$ cat src/pkg/gswic_pkg.sv
`default_nettype none
package gswic_pkg;
    localparam int unsigned PORT_W = 8;
    localparam int unsigned NPORT = 3;
    localparam int unsigned NPIN = PORT_W * NPORT;
    localparam int unsigned NLINE = 4;
    localparam int unsigned SEL_W = 5;
    localparam int unsigned MODE_W = 3;
    localparam int unsigned SYNC_STAGES = 2;
    localparam int unsigned FILT_CYCLES = 4;

    localparam logic [31:0] ADDR_CFG [NLINE] = '{32'h4000_A860, 32'h4000_A864, 32'h4000_A868, 32'h4000_A86C};
    localparam logic [31:0] ADDR_IN [NPORT] = '{32'h4000_B008, 32'h4000_B408, 32'h4000_B808};
    localparam logic [31:0] ADDR_OUT [NPORT] = '{32'h4000_B00C, 32'h4000_B40C, 32'h4000_B80C};
    localparam logic [31:0] ADDR_SET [NPORT] = '{32'h4000_B010, 32'h4000_B410, 32'h4000_B810};
    localparam logic [31:0] ADDR_WAKE [NPORT] = '{32'h4000_BC08, 32'h4000_BC0C, 32'h4000_BC10};
    localparam logic [31:0] ADDR_SEL_C = 32'h4000_BC14;
    localparam logic [31:0] ADDR_SEL_D = 32'h4000_BC18;
    localparam logic [31:0] ADDR_WFILT = 32'h4000_BC1C;
    localparam logic [31:0] ADDR_PEND = 32'h4000_A814;
    localparam logic [31:0] ADDR_MASK = 32'h4000_A818;

    localparam int unsigned CFG_FILT_BIT = 8;
    localparam int unsigned CFG_MODE_LSB = 5;
    localparam int unsigned CFG_MODE_MSB = 7;
    localparam int unsigned WF_PINS_BIT = 0;
    localparam int unsigned WF_SER1_BIT = 1;
    localparam int unsigned WF_SER2_BIT = 2;
    localparam int unsigned WF_LINED_BIT = 3;
    localparam int unsigned LINE_C = 2;
    localparam int unsigned LINE_D = 3;
    localparam int unsigned SER1_PIN = 10;
    localparam int unsigned SER2_PIN = 2;

    localparam logic [SEL_W-1:0] SEL_C_RST = 5'h0F;
    localparam logic [SEL_W-1:0] SEL_D_RST = 5'h10;
    localparam logic [SEL_W-1:0] SEL_LIMIT = 5'h18;
    localparam logic [PORT_W-1:0] PORT_RST = 8'h00;
    localparam logic [31:0] WORD_ZERO = 32'h0000_0000;
    localparam logic [1:0] RESP_OKAY = 2'h0;
    localparam logic [1:0] RESP_SLVERR = 2'h2;

    typedef enum logic [MODE_W-1:0] {
        GSWIC_MODE_OFF = 3'h0,
        GSWIC_MODE_RISE = 3'h1,
        GSWIC_MODE_FALL = 3'h2,
        GSWIC_MODE_BOTH = 3'h3,
        GSWIC_MODE_HIGH = 3'h4,
        GSWIC_MODE_LOW = 3'h5
    } gswic_mode_e;
endpackage
`default_nettype wire

$ cat src/hw/gswic_glitch.sv
`default_nettype none
module gswic_glitch #(
    parameter int unsigned W = 1,
    parameter int unsigned LEN = 4
) (
    input wire logic clk,
    input wire logic reset_n,
    input wire logic [W-1:0] d,
    output logic [W-1:0] q
);
    localparam int unsigned CW = $clog2(LEN + 1);
    localparam logic [CW-1:0] CNT_LAST = CW'(LEN - 1);

    logic [W-1:0] q_r;

    // A new level is taken only after LEN stable cycles; pulses shorter than that vanish
    for (genvar i = 0; i < W; i++)
    begin : g_bit
        logic [CW-1:0] cnt_r;
        always_ff @(posedge clk or negedge reset_n)
        begin
            if (!reset_n)
            begin
                cnt_r <= '0;
                q_r[i] <= 1'b0;
            end
            else if (d[i] == q_r[i])
            begin
                cnt_r <= '0;
            end
            else if (cnt_r == CNT_LAST)
            begin
                cnt_r <= '0;
                q_r[i] <= d[i];
            end
            else
            begin
                cnt_r <= cnt_r + 1'b1;
            end
        end
    end

    assign q = q_r;
endmodule // gswic_glitch
`default_nettype wire

$ cat src/hw/gswic_sync.sv
`default_nettype none
module gswic_sync #(
    parameter int unsigned W = 1,
    parameter int unsigned STAGES = 2
) (
    input wire logic clk,
    input wire logic reset_n,
    input wire logic [W-1:0] d,
    output logic [W-1:0] q
);
    logic [W-1:0] st_r [STAGES];

    // Each stage but the last is read only by the next stage; the last drives q
    always_ff @(posedge clk or negedge reset_n)
    begin
        if (!reset_n)
        begin
            for (int i = 0; i < STAGES; i++)
            begin
                st_r[i] <= '0;
            end
        end
        else
        begin
            st_r[0] <= d;
            for (int i = 1; i < STAGES; i++)
            begin
                st_r[i] <= st_r[i-1];
            end
        end
    end

    assign q = st_r[STAGES-1];
endmodule // gswic_sync
`default_nettype wire

$ cat src/hw/gswic_top.sv
// Decided for this implementation: the AXI4-Lite interface to the registers.
`default_nettype none
module gswic_top
    import gswic_pkg::*;
#(
    parameter logic [SEL_W-1:0] LINE_A_PIN = 5'h00,
    parameter logic [SEL_W-1:0] LINE_B_PIN = 5'h01,
    parameter int unsigned FILT_LEN = FILT_CYCLES
) (
    input wire logic clk,
    input wire logic reset_n,
    input wire logic [31:0] s_axi_awaddr,
    input wire logic s_axi_awvalid,
    output logic s_axi_awready,
    input wire logic [31:0] s_axi_wdata,
    input wire logic [3:0] s_axi_wstrb,
    input wire logic s_axi_wvalid,
    output logic s_axi_wready,
    output logic [1:0] s_axi_bresp,
    output logic s_axi_bvalid,
    input wire logic s_axi_bready,
    input wire logic [31:0] s_axi_araddr,
    input wire logic s_axi_arvalid,
    output logic s_axi_arready,
    output logic [31:0] s_axi_rdata,
    output logic [1:0] s_axi_rresp,
    output logic s_axi_rvalid,
    input wire logic s_axi_rready,
    input wire logic [PORT_W-1:0] port_a_in,
    input wire logic [PORT_W-1:0] port_b_in,
    input wire logic [PORT_W-1:0] port_c_in,
    output logic [PORT_W-1:0] port_a_out,
    output logic [PORT_W-1:0] port_b_out,
    output logic [PORT_W-1:0] port_c_out,
    output logic pin_wake_req,
    output logic serial1_wake_req,
    output logic serial2_wake_req,
    output logic line_d_wake_req,
    output logic [NLINE-1:0] line_pending,
    output logic irq
);
    function automatic logic pin_pick(input logic [NPIN-1:0] v, input logic [SEL_W-1:0] code);
        logic r;
        r = 1'b0;
        if (code < SEL_LIMIT)
        begin
            r = v[code];
        end
        return r;
    endfunction

    function automatic logic addr_mapped(input logic [31:0] a);
        logic hit;
        hit = (a == ADDR_SEL_C) || (a == ADDR_SEL_D) || (a == ADDR_WFILT) || (a == ADDR_PEND) || (a == ADDR_MASK);
        for (int i = 0; i < NLINE; i++)
        begin
            hit = hit || (a == ADDR_CFG[i]);
        end
        for (int i = 0; i < NPORT; i++)
        begin
            hit = hit || (a == ADDR_IN[i]) || (a == ADDR_OUT[i]) || (a == ADDR_SET[i]) || (a == ADDR_WAKE[i]);
        end
        return hit;
    endfunction

    function automatic logic trig(input logic [MODE_W-1:0] mode, input logic lvl, input logic prev);
        logic t;
        t = 1'b0;
        unique case (mode)
            GSWIC_MODE_OFF: t = 1'b0;
            GSWIC_MODE_RISE: t = lvl && !prev;
            GSWIC_MODE_FALL: t = !lvl && prev;
            GSWIC_MODE_BOTH: t = lvl != prev;
            GSWIC_MODE_HIGH: t = lvl;
            GSWIC_MODE_LOW: t = !lvl;
            default: t = 1'b0;
        endcase
        return t;
    endfunction

    logic awready_r, wready_r, bvalid_r, arready_r, rvalid_r;
    logic aw_hold_r, w_hold_r;
    logic [31:0] aw_addr_r, w_data_r, rdata_r, rd_word;
    logic [3:0] w_strb_r;
    logic [1:0] bresp_r, rresp_r;
    logic wr_go, wr_lo, wr_hi;
    logic [PORT_W-1:0] out_r [NPORT];
    logic [PORT_W-1:0] wake_en_r [NPORT];
    logic [MODE_W-1:0] mode_r [NLINE];
    logic [NLINE-1:0] filt_en_r, pend_r, mask_r, lvl, lvl_prev_r, ev, clr;
    logic [SEL_W-1:0] sel_c_r, sel_d_r;
    logic [SEL_W-1:0] line_code [NLINE];
    logic [3:0] wfilt_r;
    logic [NPIN-1:0] pin_s, pin_f, wsrc, wsrc_prev_r, wake_all;
    logic ser1_src, ser2_src, lined_src, ser1_prev_r, ser2_prev_r, lined_prev_r;
    logic pin_wake_r, ser1_wake_r, ser2_wake_r, lined_wake_r, irq_r;

    // Address and data are taken in either order; the write waits for both
    always_ff @(posedge clk or negedge reset_n)
    begin
        if (!reset_n)
        begin
            awready_r <= 1'b1;
            aw_hold_r <= 1'b0;
            aw_addr_r <= WORD_ZERO;
        end
        else if (s_axi_awvalid && awready_r)
        begin
            awready_r <= 1'b0;
            aw_hold_r <= 1'b1;
            aw_addr_r <= s_axi_awaddr;
        end
        else if (bvalid_r && s_axi_bready)
        begin
            awready_r <= 1'b1;
            aw_hold_r <= 1'b0;
        end
    end

    always_ff @(posedge clk or negedge reset_n)
    begin
        if (!reset_n)
        begin
            wready_r <= 1'b1;
            w_hold_r <= 1'b0;
            w_data_r <= WORD_ZERO;
            w_strb_r <= 4'h0;
        end
        else if (s_axi_wvalid && wready_r)
        begin
            wready_r <= 1'b0;
            w_hold_r <= 1'b1;
            w_data_r <= s_axi_wdata;
            w_strb_r <= s_axi_wstrb;
        end
        else if (bvalid_r && s_axi_bready)
        begin
            wready_r <= 1'b1;
            w_hold_r <= 1'b0;
        end
    end

    assign wr_go = aw_hold_r && w_hold_r && !bvalid_r;
    assign wr_lo = wr_go && w_strb_r[0];
    assign wr_hi = wr_go && w_strb_r[1];

    always_ff @(posedge clk or negedge reset_n)
    begin
        if (!reset_n)
        begin
            bvalid_r <= 1'b0;
            bresp_r <= RESP_OKAY;
        end
        else if (wr_go)
        begin
            bvalid_r <= 1'b1;
            bresp_r <= addr_mapped(aw_addr_r) ? RESP_OKAY : RESP_SLVERR;
        end
        else if (bvalid_r && s_axi_bready)
        begin
            bvalid_r <= 1'b0;
        end
    end

    always_comb
    begin
        rd_word = WORD_ZERO;
        for (int i = 0; i < NLINE; i++)
        begin
            if (s_axi_araddr == ADDR_CFG[i])
            begin
                rd_word[CFG_FILT_BIT] = filt_en_r[i];
                rd_word[CFG_MODE_MSB:CFG_MODE_LSB] = mode_r[i];
            end
        end
        for (int i = 0; i < NPORT; i++)
        begin
            if (s_axi_araddr == ADDR_IN[i])
            begin
                rd_word[PORT_W-1:0] = pin_s[i*PORT_W +: PORT_W];
            end
            if (s_axi_araddr == ADDR_OUT[i])
            begin
                rd_word[PORT_W-1:0] = out_r[i];
            end
            if (s_axi_araddr == ADDR_WAKE[i])
            begin
                rd_word[PORT_W-1:0] = wake_en_r[i];
            end
        end
        if (s_axi_araddr == ADDR_SEL_C)
        begin
            rd_word[SEL_W-1:0] = sel_c_r;
        end
        if (s_axi_araddr == ADDR_SEL_D)
        begin
            rd_word[SEL_W-1:0] = sel_d_r;
        end
        if (s_axi_araddr == ADDR_WFILT)
        begin
            rd_word[3:0] = wfilt_r;
        end
        if (s_axi_araddr == ADDR_PEND)
        begin
            rd_word[NLINE-1:0] = pend_r;
        end
        if (s_axi_araddr == ADDR_MASK)
        begin
            rd_word[NLINE-1:0] = mask_r;
        end
    end

    always_ff @(posedge clk or negedge reset_n)
    begin
        if (!reset_n)
        begin
            arready_r <= 1'b1;
            rvalid_r <= 1'b0;
            rdata_r <= WORD_ZERO;
            rresp_r <= RESP_OKAY;
        end
        else if (s_axi_arvalid && arready_r)
        begin
            arready_r <= 1'b0;
            rvalid_r <= 1'b1;
            rdata_r <= rd_word;
            rresp_r <= addr_mapped(s_axi_araddr) ? RESP_OKAY : RESP_SLVERR;
        end
        else if (rvalid_r && s_axi_rready)
        begin
            arready_r <= 1'b1;
            rvalid_r <= 1'b0;
        end
    end

    // Output data: direct writes and set writes share one register per port
    for (genvar p = 0; p < NPORT; p++)
    begin : g_port
        always_ff @(posedge clk or negedge reset_n)
        begin
            if (!reset_n)
            begin
                out_r[p] <= PORT_RST;
            end
            else if (wr_lo && aw_addr_r == ADDR_OUT[p])
            begin
                out_r[p] <= w_data_r[PORT_W-1:0];
            end
            else if (wr_lo && aw_addr_r == ADDR_SET[p])
            begin
                // Upper three bytes are dropped, so stray reserved bits are harmless
                out_r[p] <= out_r[p] | w_data_r[PORT_W-1:0];
            end
        end

        always_ff @(posedge clk or negedge reset_n)
        begin
            if (!reset_n)
            begin
                wake_en_r[p] <= PORT_RST;
            end
            else if (wr_lo && aw_addr_r == ADDR_WAKE[p])
            begin
                wake_en_r[p] <= w_data_r[PORT_W-1:0];
            end
        end
        assign wake_all[p*PORT_W +: PORT_W] = wake_en_r[p];
    end

    // Selects, wake filter and interrupt mask
    always_ff @(posedge clk or negedge reset_n)
    begin
        if (!reset_n)
        begin
            sel_c_r <= SEL_C_RST;
            sel_d_r <= SEL_D_RST;
            wfilt_r <= 4'h0;
            mask_r <= '0;
        end
        else if (wr_lo)
        begin
            if (aw_addr_r == ADDR_SEL_C)
            begin
                sel_c_r <= w_data_r[SEL_W-1:0];
            end
            if (aw_addr_r == ADDR_SEL_D)
            begin
                sel_d_r <= w_data_r[SEL_W-1:0];
            end
            if (aw_addr_r == ADDR_WFILT)
            begin
                wfilt_r <= w_data_r[3:0];
            end
            if (aw_addr_r == ADDR_MASK)
            begin
                mask_r <= w_data_r[NLINE-1:0];
            end
        end
    end

    // Pins are resynchronised first; the filter runs on the synchronised copy
    gswic_sync #(.W(NPIN), .STAGES(SYNC_STAGES)) gswic_sync_inst (
        .clk(clk),
        .reset_n(reset_n),
        .d({port_c_in, port_b_in, port_a_in}),
        .q(pin_s)
    );

    gswic_glitch #(.W(NPIN), .LEN(FILT_LEN)) gswic_glitch_inst (
        .clk(clk),
        .reset_n(reset_n),
        .d(pin_s),
        .q(pin_f)
    );

    assign line_code[0] = LINE_A_PIN;
    assign line_code[1] = LINE_B_PIN;
    assign line_code[LINE_C] = sel_c_r;
    assign line_code[LINE_D] = sel_d_r;

    for (genvar k = 0; k < NLINE; k++)
    begin : g_line
        always_ff @(posedge clk or negedge reset_n)
        begin
            if (!reset_n)
            begin
                mode_r[k] <= GSWIC_MODE_OFF;
            end
            else if (wr_lo && aw_addr_r == ADDR_CFG[k])
            begin
                mode_r[k] <= w_data_r[CFG_MODE_MSB:CFG_MODE_LSB];
            end
        end

        always_ff @(posedge clk or negedge reset_n)
        begin
            if (!reset_n)
            begin
                filt_en_r[k] <= 1'b0;
            end
            else if (wr_hi && aw_addr_r == ADDR_CFG[k])
            begin
                filt_en_r[k] <= w_data_r[CFG_FILT_BIT];
            end
        end

        // Reserved select codes read as a quiet low input
        assign lvl[k] = filt_en_r[k] ? pin_pick(pin_f, line_code[k]) : pin_pick(pin_s, line_code[k]);
        // A mode field that software leaves at 6 or 7 stays silent
        assign ev[k] = trig(mode_r[k], lvl[k], lvl_prev_r[k]);
        assign clr[k] = wr_lo && aw_addr_r == ADDR_PEND && w_data_r[k];
    end

    // A trigger in the clearing cycle keeps the flag set
    always_ff @(posedge clk or negedge reset_n)
    begin
        if (!reset_n)
        begin
            lvl_prev_r <= '0;
            pend_r <= '0;
            irq_r <= 1'b0;
        end
        else
        begin
            lvl_prev_r <= lvl;
            pend_r <= ev | (pend_r & ~clr);
            irq_r <= |(pend_r & mask_r);
        end
    end

    // Wakeup sources: each reports a level change, filtered or raw; the pin source only on pins whose wake enable bit is set
    assign wsrc = wfilt_r[WF_PINS_BIT] ? pin_f : pin_s;
    assign ser1_src = wfilt_r[WF_SER1_BIT] ? pin_f[SER1_PIN] : pin_s[SER1_PIN];
    assign ser2_src = wfilt_r[WF_SER2_BIT] ? pin_f[SER2_PIN] : pin_s[SER2_PIN];
    assign lined_src = wfilt_r[WF_LINED_BIT] ? pin_pick(pin_f, sel_d_r) : pin_pick(pin_s, sel_d_r);

    always_ff @(posedge clk or negedge reset_n)
    begin
        if (!reset_n)
        begin
            wsrc_prev_r <= '0;
            ser1_prev_r <= 1'b0;
            ser2_prev_r <= 1'b0;
            lined_prev_r <= 1'b0;
            pin_wake_r <= 1'b0;
            ser1_wake_r <= 1'b0;
            ser2_wake_r <= 1'b0;
            lined_wake_r <= 1'b0;
        end
        else
        begin
            wsrc_prev_r <= wsrc;
            ser1_prev_r <= ser1_src;
            ser2_prev_r <= ser2_src;
            lined_prev_r <= lined_src;
            pin_wake_r <= |((wsrc ^ wsrc_prev_r) & wake_all);
            ser1_wake_r <= ser1_src ^ ser1_prev_r;
            ser2_wake_r <= ser2_src ^ ser2_prev_r;
            lined_wake_r <= lined_src ^ lined_prev_r;
        end
    end

    assign s_axi_awready = awready_r;
    assign s_axi_wready = wready_r;
    assign s_axi_bvalid = bvalid_r;
    assign s_axi_bresp = bresp_r;
    assign s_axi_arready = arready_r;
    assign s_axi_rvalid = rvalid_r;
    assign s_axi_rdata = rdata_r;
    assign s_axi_rresp = rresp_r;
    assign port_a_out = out_r[0];
    assign port_b_out = out_r[1];
    assign port_c_out = out_r[2];
    assign pin_wake_req = pin_wake_r;
    assign serial1_wake_req = ser1_wake_r;
    assign serial2_wake_req = ser2_wake_r;
    assign line_d_wake_req = lined_wake_r;
    assign line_pending = pend_r;
    assign irq = irq_r;

    a_set_forces_one: assert property (@(posedge clk) disable iff (!reset_n)
        (wr_lo && aw_addr_r == ADDR_SET[0]) |=> ((out_r[0] & $past(w_data_r[PORT_W-1:0])) == $past(w_data_r[PORT_W-1:0]))
        && ((out_r[0] & ~$past(w_data_r[PORT_W-1:0])) == ($past(out_r[0]) & ~$past(w_data_r[PORT_W-1:0]))))
        else $error("set write did not force ones only");
    a_wake_en_store: assert property (@(posedge clk) disable iff (!reset_n)
        (wr_lo && aw_addr_r == ADDR_WAKE[1]) |=> wake_en_r[1] == $past(w_data_r[PORT_W-1:0]))
        else $error("wake enable not stored");
    a_rise_sets_pend: assert property (@(posedge clk) disable iff (!reset_n)
        (mode_r[LINE_C] == GSWIC_MODE_RISE && lvl[LINE_C] && !lvl_prev_r[LINE_C]) |=> pend_r[LINE_C])
        else $error("rising edge missed");
    a_high_level_pend: assert property (@(posedge clk) disable iff (!reset_n)
        (mode_r[LINE_C] == GSWIC_MODE_HIGH && lvl[LINE_C]) |=> pend_r[LINE_C])
        else $error("high level missed");
    a_off_stays_clear: assert property (@(posedge clk) disable iff (!reset_n)
        (mode_r[0] == GSWIC_MODE_OFF && !pend_r[0]) |=> !pend_r[0])
        else $error("disabled line raised pending");
    a_clear_pend_c: assert property (@(posedge clk) disable iff (!reset_n)
        (clr[LINE_C] && !ev[LINE_C]) |=> !pend_r[LINE_C])
        else $error("line C flag not cleared");
    a_set_beats_clear: assert property (@(posedge clk) disable iff (!reset_n)
        (clr[LINE_C] && ev[LINE_C]) |=> pend_r[LINE_C])
        else $error("event lost under clear");
    a_irq_follows: assert property (@(posedge clk) disable iff (!reset_n)
        (|(pend_r & mask_r)) |=> irq_r)
        else $error("unmasked pending without irq");
    a_sel_c_store: assert property (@(posedge clk) disable iff (!reset_n)
        (wr_lo && aw_addr_r == ADDR_SEL_C) |=> sel_c_r == $past(w_data_r[SEL_W-1:0]))
        else $error("line C select not stored");
    a_bvalid_hold: assert property (@(posedge clk) disable iff (!reset_n)
        (bvalid_r && !s_axi_bready) |=> bvalid_r && $stable(bresp_r))
        else $error("write response dropped");
endmodule // gswic_top
`default_nettype wire

$ cat config.mk
export PLATFORM = sky130hd
export DESIGN_NAME = gswic_top
export DESIGN_NICKNAME = d
export VERILOG_FILES = /design/src/pkg/gswic_pkg.sv /design/src/hw/gswic_glitch.sv /design/src/hw/gswic_sync.sv /design/src/hw/gswic_top.sv
export SDC_FILE = /design/constraint.sdc
export NUM_CORES = 1
export LEC_CHECK = 0
export BUFFER_PORTS_ARGS = -buffer_cell sky130_fd_sc_hd__buf_2
export CORE_ASPECT_RATIO = 0.7
export CORE_MARGIN = 2
export CORE_UTILIZATION = 40
export CTS_CLUSTER_DIAMETER = 200
export DETAILED_ROUTE_END_ITERATION = 8
export PLACE_DENSITY = 0.64
export SYNTH_ARGS = -nofsm -noshare
export SYNTH_HDL_FRONTEND = slang
export SYNTH_HIERARCHICAL = 1
export SYNTH_SLANG_ARGS = --single-unit
$ cat constraint.sdc
create_clock -name clk -period 3.26 [get_ports clk]
set_clock_uncertainty 0.05 [all_clocks]
set_input_delay 0 -clock clk [delete_from_list [all_inputs] [get_ports clk]]
set_output_delay 0 -clock clk [all_outputs]
set_load 0.02 [all_outputs]
==> results.sh <==
export IMPL_timing_critical_path_slowest_stage_cell="sky130_fd_sc_hd__dfstp_4"
export IMPL_whs_ns=0.0371
export IMPL_syn_cell_area_um2=15800
export IMPL_synthMostInstantiatedCell="sky130_fd_sc_hd__dfrtp_1"
export IMPL_p_r_area_growth_vs_syn_pct=20.4
export IMPL_gpl_final_weighted_congestion=0.989
export IMPL_rsz0062_at_grt="no"
export IMPL_die_h_um=170
export IMPL_initial_utilization_pct=40.8
export IMPL_cts_clk_slew_worst_paths_ns=0.06
export IMPL_worstPathMaxFanout=9
export IMPL_critPathKind="reg2reg"
export IMPL_timing_max_slew_rel_slack_pct=38.9
export IMPL_die_footprint_um2=41100
export IMPL_drt_pass1_iter_count=6
export IMPL_num_io_pins=205
export IMPL_cts_sink_count=327
export IMPL_number_of_enable_flip_flop_cells_after_synthesis=0
export IMPL_ant_nets=0
export IMPL_post_synth_most_frequent_cells="sky130_fd_sc_hd__dfrtp_1 (319), sky130_fd_sc_hd__mux2_2 (155), sky130_fd_sc_hd__nand2_1 (74), sky130_fd_sc_hd__buf_4 (50), sky130_fd_sc_hd__nor3b_1 (44)"
export IMPL_routedWlPerCell_um=23.3
export IMPL_cts_htree_levels=2
export IMPL_nets=1658
export IMPL_timing_critical_path_cells="mux4_2, a22o_1, a221oi_1, nor3b_1, nor3_2, inv_1, ha_1, inv_1, mux2i_1, a21oi_1, nor2_1, a21oi_1, o21ai_1"
export IMPL_globalRouteOverflowTotal=0
export IMPL_clk_insertion_delay_late_ns=0.55
export IMPL_met2WireLength_mm=20.4
export IMPL_top_layer_used="met5"
export IMPL_share_of_yosys_cell_area_claimed_by_the_top_area_cell_type_pct=50.5
export IMPL_hpwlAfterDp_mm=35.2
export IMPL_clock_tree_buffer_depth=3
export IMPL_drv_max_cap_violation_count=0
export IMPL_port_buffers=154
export IMPL_drt_iter0_markers=1015
export IMPL_antenna_found_initial=1
export IMPL_drc_violations_left=0
export IMPL_synthDominantAreaCellType="sky130_fd_sc_hd__dfrtp_1"
export IMPL_post_route_cells_drive_above_1_share_pct=32.4
export IMPL_synth_yosys_seq_area_share_pct=51.9
export IMPL_nFillCells=3417
export IMPL_post_route_period_util_pct=94.1
export IMPL_power_leakage_nw=8.44
export IMPL_totalWireLength_mm=47.8
export IMPL_fp_coreArea_um2=38700
export IMPL_worst_ep_required_time_ns=3.64
export IMPL_chipWidth_um=241
export IMPL_critical_path_arrival_ns=3.45
export IMPL_yosys_warnings=6
export IMPL_cts_root_buf="sky130_fd_sc_hd__clkbuf_16"
export IMPL_cts_tree="yes"
export IMPL_ys_ff_latch=327
export IMPL_final_setup_tns_ns=0
export IMPL_result_of_the_run="completed"
export IMPL_async_set_or_reset_flop_fraction_in_the_synthesized_netlist_pct=100
export IMPL_max_clock_freq_mhz=326
export IMPL_timing_worst_slew_pin_value_ns=0.906
export IMPL_ys_types=80
export IMPL_met3_wirelength_mm=4.32
export IMPL_timing_final_setup_violations=0
export IMPL_post_cts_setup_buffer_count=0
export IMPL_synth_area_top_cells="sky130_fd_sc_hd__dfrtp_1 (51%), sky130_fd_sc_hd__mux2_2 (11%), sky130_fd_sc_hd__mux4_2 (3.6%)"
export IMPL_setup_worst_path_start_class="flip-flop"
export IMPL_netlist_instances=1261
export IMPL_worst_hold_path_type="in2reg"
export IMPL_vias_per_cell=5.57
export IMPL_core_rowCount=60
export IMPL_met1Wirelength_mm=22.3
export IMPL_vias=11400
export IMPL_critical_path_endpoint_type="flip-flop"
export IMPL_grt_pass1_wl_mm=72.1
export IMPL_postSynth_topFlopCell="sky130_fd_sc_hd__dfrtp_1"
export IMPL_cts_inserted_buffers=34
export IMPL_synth_area_per_cell_um2=12.5
export IMPL_grt_pass1_vias=11500
export IMPL_final_max_slew_violation_count=0
export IMPL_ir_drop_uv=613
export IMPL_grt_util_all_layers_pct=23.6
export IMPL_finalHoldViolCount=0
export IMPL_cellPowerDensity_nw_per_um2=641
export IMPL_maximum_number_of_pins_on_one_net_before_global_route_repair=98
export IMPL_timing_critical_path_slowest_cell_delay_ns=0.70
export IMPL_finalCriticalPeriod_ns=3.07
## final cells by class
type / count / area (µm²) / share of cell area (%)
Inverter: 18 / 67.6 / 0.355
Tap cell: 527 / 659 / 3.47
Clock buffer: 49 / 957 / 5.03
Multi-Input combinational cell: 839 / 7020 / 36.9
Clock inverter: 13 / 195 / 1.03
Antenna cell: 1 / 2.50 / 0.0132
Timing Repair Buffer: 275 / 1920 / 10.1
Sequential cell: 327 / 8200 / 43.1
## flip-flops by register name, indices dropped and copies added (netlist names), 5 cells and up
signal,cells
aw_addr_r,32
gswic_glitch_inst/g_bit.cnt_r,72
gswic_glitch_inst/q,24
gswic_sync_inst/q,24
gswic_sync_inst/st_r,24
mode_r,12
port_a_out,8
port_b_out,8
port_c_out,8
s_axi_rdata,9
sel_c_r,5
sel_d_r,5
w_data_r,9
wake_all,24
wsrc_prev_r,24
## timing repair
item,CTS,global route
resized for setup,0,1
hold buffers,78,0
setup endpoints to repair,0,1
hold endpoints to repair,168,0
## power breakdown
group | internal (mW) | leakage (nW) | switching (mW)
clock | 2.32 | 0.550 | 1.67
combinational | 1.26 | 3.74 | 1.05
sequential | 4.85 | 4.14 | 1.05
total | 8.43 | 8.44 | 3.76
## routing by layer
| metal | vias up | GRT usage [%] |
|---|---|---|
| met3 | 59 | 5.63 |
| met5 | - | 0 |
| met1 | 5867 | 35.6 |
| li1 | 5014 | - |
| met2 | 481 | 34.2 |
| met4 | 2 | 5.07 |
## worst paths after layout
kind                       depth (start not counted)  slack, ns                      from                       end
min in group asynchronous                          2       0.06                   reset_n  gswic_sync_inst/st_r[45]
min                                                2       0.04              port_b_in[6]  gswic_sync_inst/st_r[38]
max                                               13       0.19                sel_c_r[0]           line_pending[2]
max in group asynchronous                          3       2.17                   reset_n                sel_c_r[2]
min reg2reg                                        0       0.30  gswic_sync_inst/st_r[36]     gswic_sync_inst/q[12]
max reg2reg                                       13       0.19                sel_c_r[0]           line_pending[2]
## logic make-up (layout without fill, tap and decap cells)
group                      count (synthesis)  after routing  synth area share [%]
xor gates and xnor gates                  54             54                  2.99
other                                      1             26                0.0237
buffers and inverters                    119            355                  4.23
AOI/OAI and AO/OA                        165            165                  7.53
muxes                                    194            194                  15.5
adders and majority gates                 32             32                  2.54
and+or+nand+nor                          369            369                  15.3
DFF                                      327            327                  51.9
## worst max-delay path: cells and delay by family (launching register included)
family,cells,cell delay [ns]
flops,1,0.70
compound gates,5,0.92
fa+ha+maj,1,0.20
simple gates,3,0.38
buf+inv,2,0.15
mux,2,0.56
## placed cells by master (no fill, tap or decap), drive strengths merged, types with 4 or more instances in the layout
cell         synthesis  layout
dfrtp              319     319
buf                 70     197
mux2               155     155
dlygate4sd3          0      78
nand2               75      75
clkbuf              31      49
nor2                48      48
nor3b               45      45
nor2b               44      44
nor3                37      37
a22o                32      32
ha                  32      32
xor2                29      29
o21ai               29      29
nand3               27      27
mux4                25      25
a21oi               25      25
xnor2               25      25
conb                 1      25
a22oi               21      21
nor4                21      21
inv                 18      18
nand4               17      17
mux2i               14      14
o221ai              10      10
nand2b               9       9
and3                 9       9
dfstp                8       8
and2                 7       7
or3                  7       7
clkinv               0       7
nor4b                7       7
o211ai               6       6
a31oi                6       6
a221oi               5       5
nand4b               4       4
a32oi                4       4
a21o                 4       4
## per-stage QoR
step / util, % / std cells / worst slack (ns) / instance area (µm²) / total power, mW
4_1_cts: 49.2 / 2048 / 0.179 / 19000 / 12.2
3_3_place_gp: 44.2 / 1908 / 0.147 / 17100 / 8.02
6_report: 49.2 / 2049 / 0.193 / 19000 / 12.2
2_1_floorplan: - / 1285 / 0.411 / 15900 / 7.19
3_5_place_dp: 44.2 / 1908 / 0.171 / 17100 / 8.15
5_1_grt: 49.2 / 2048 / 0.0221 / 19000 / 12.8
Note: power is estimated with default switching activity, not from simulation.
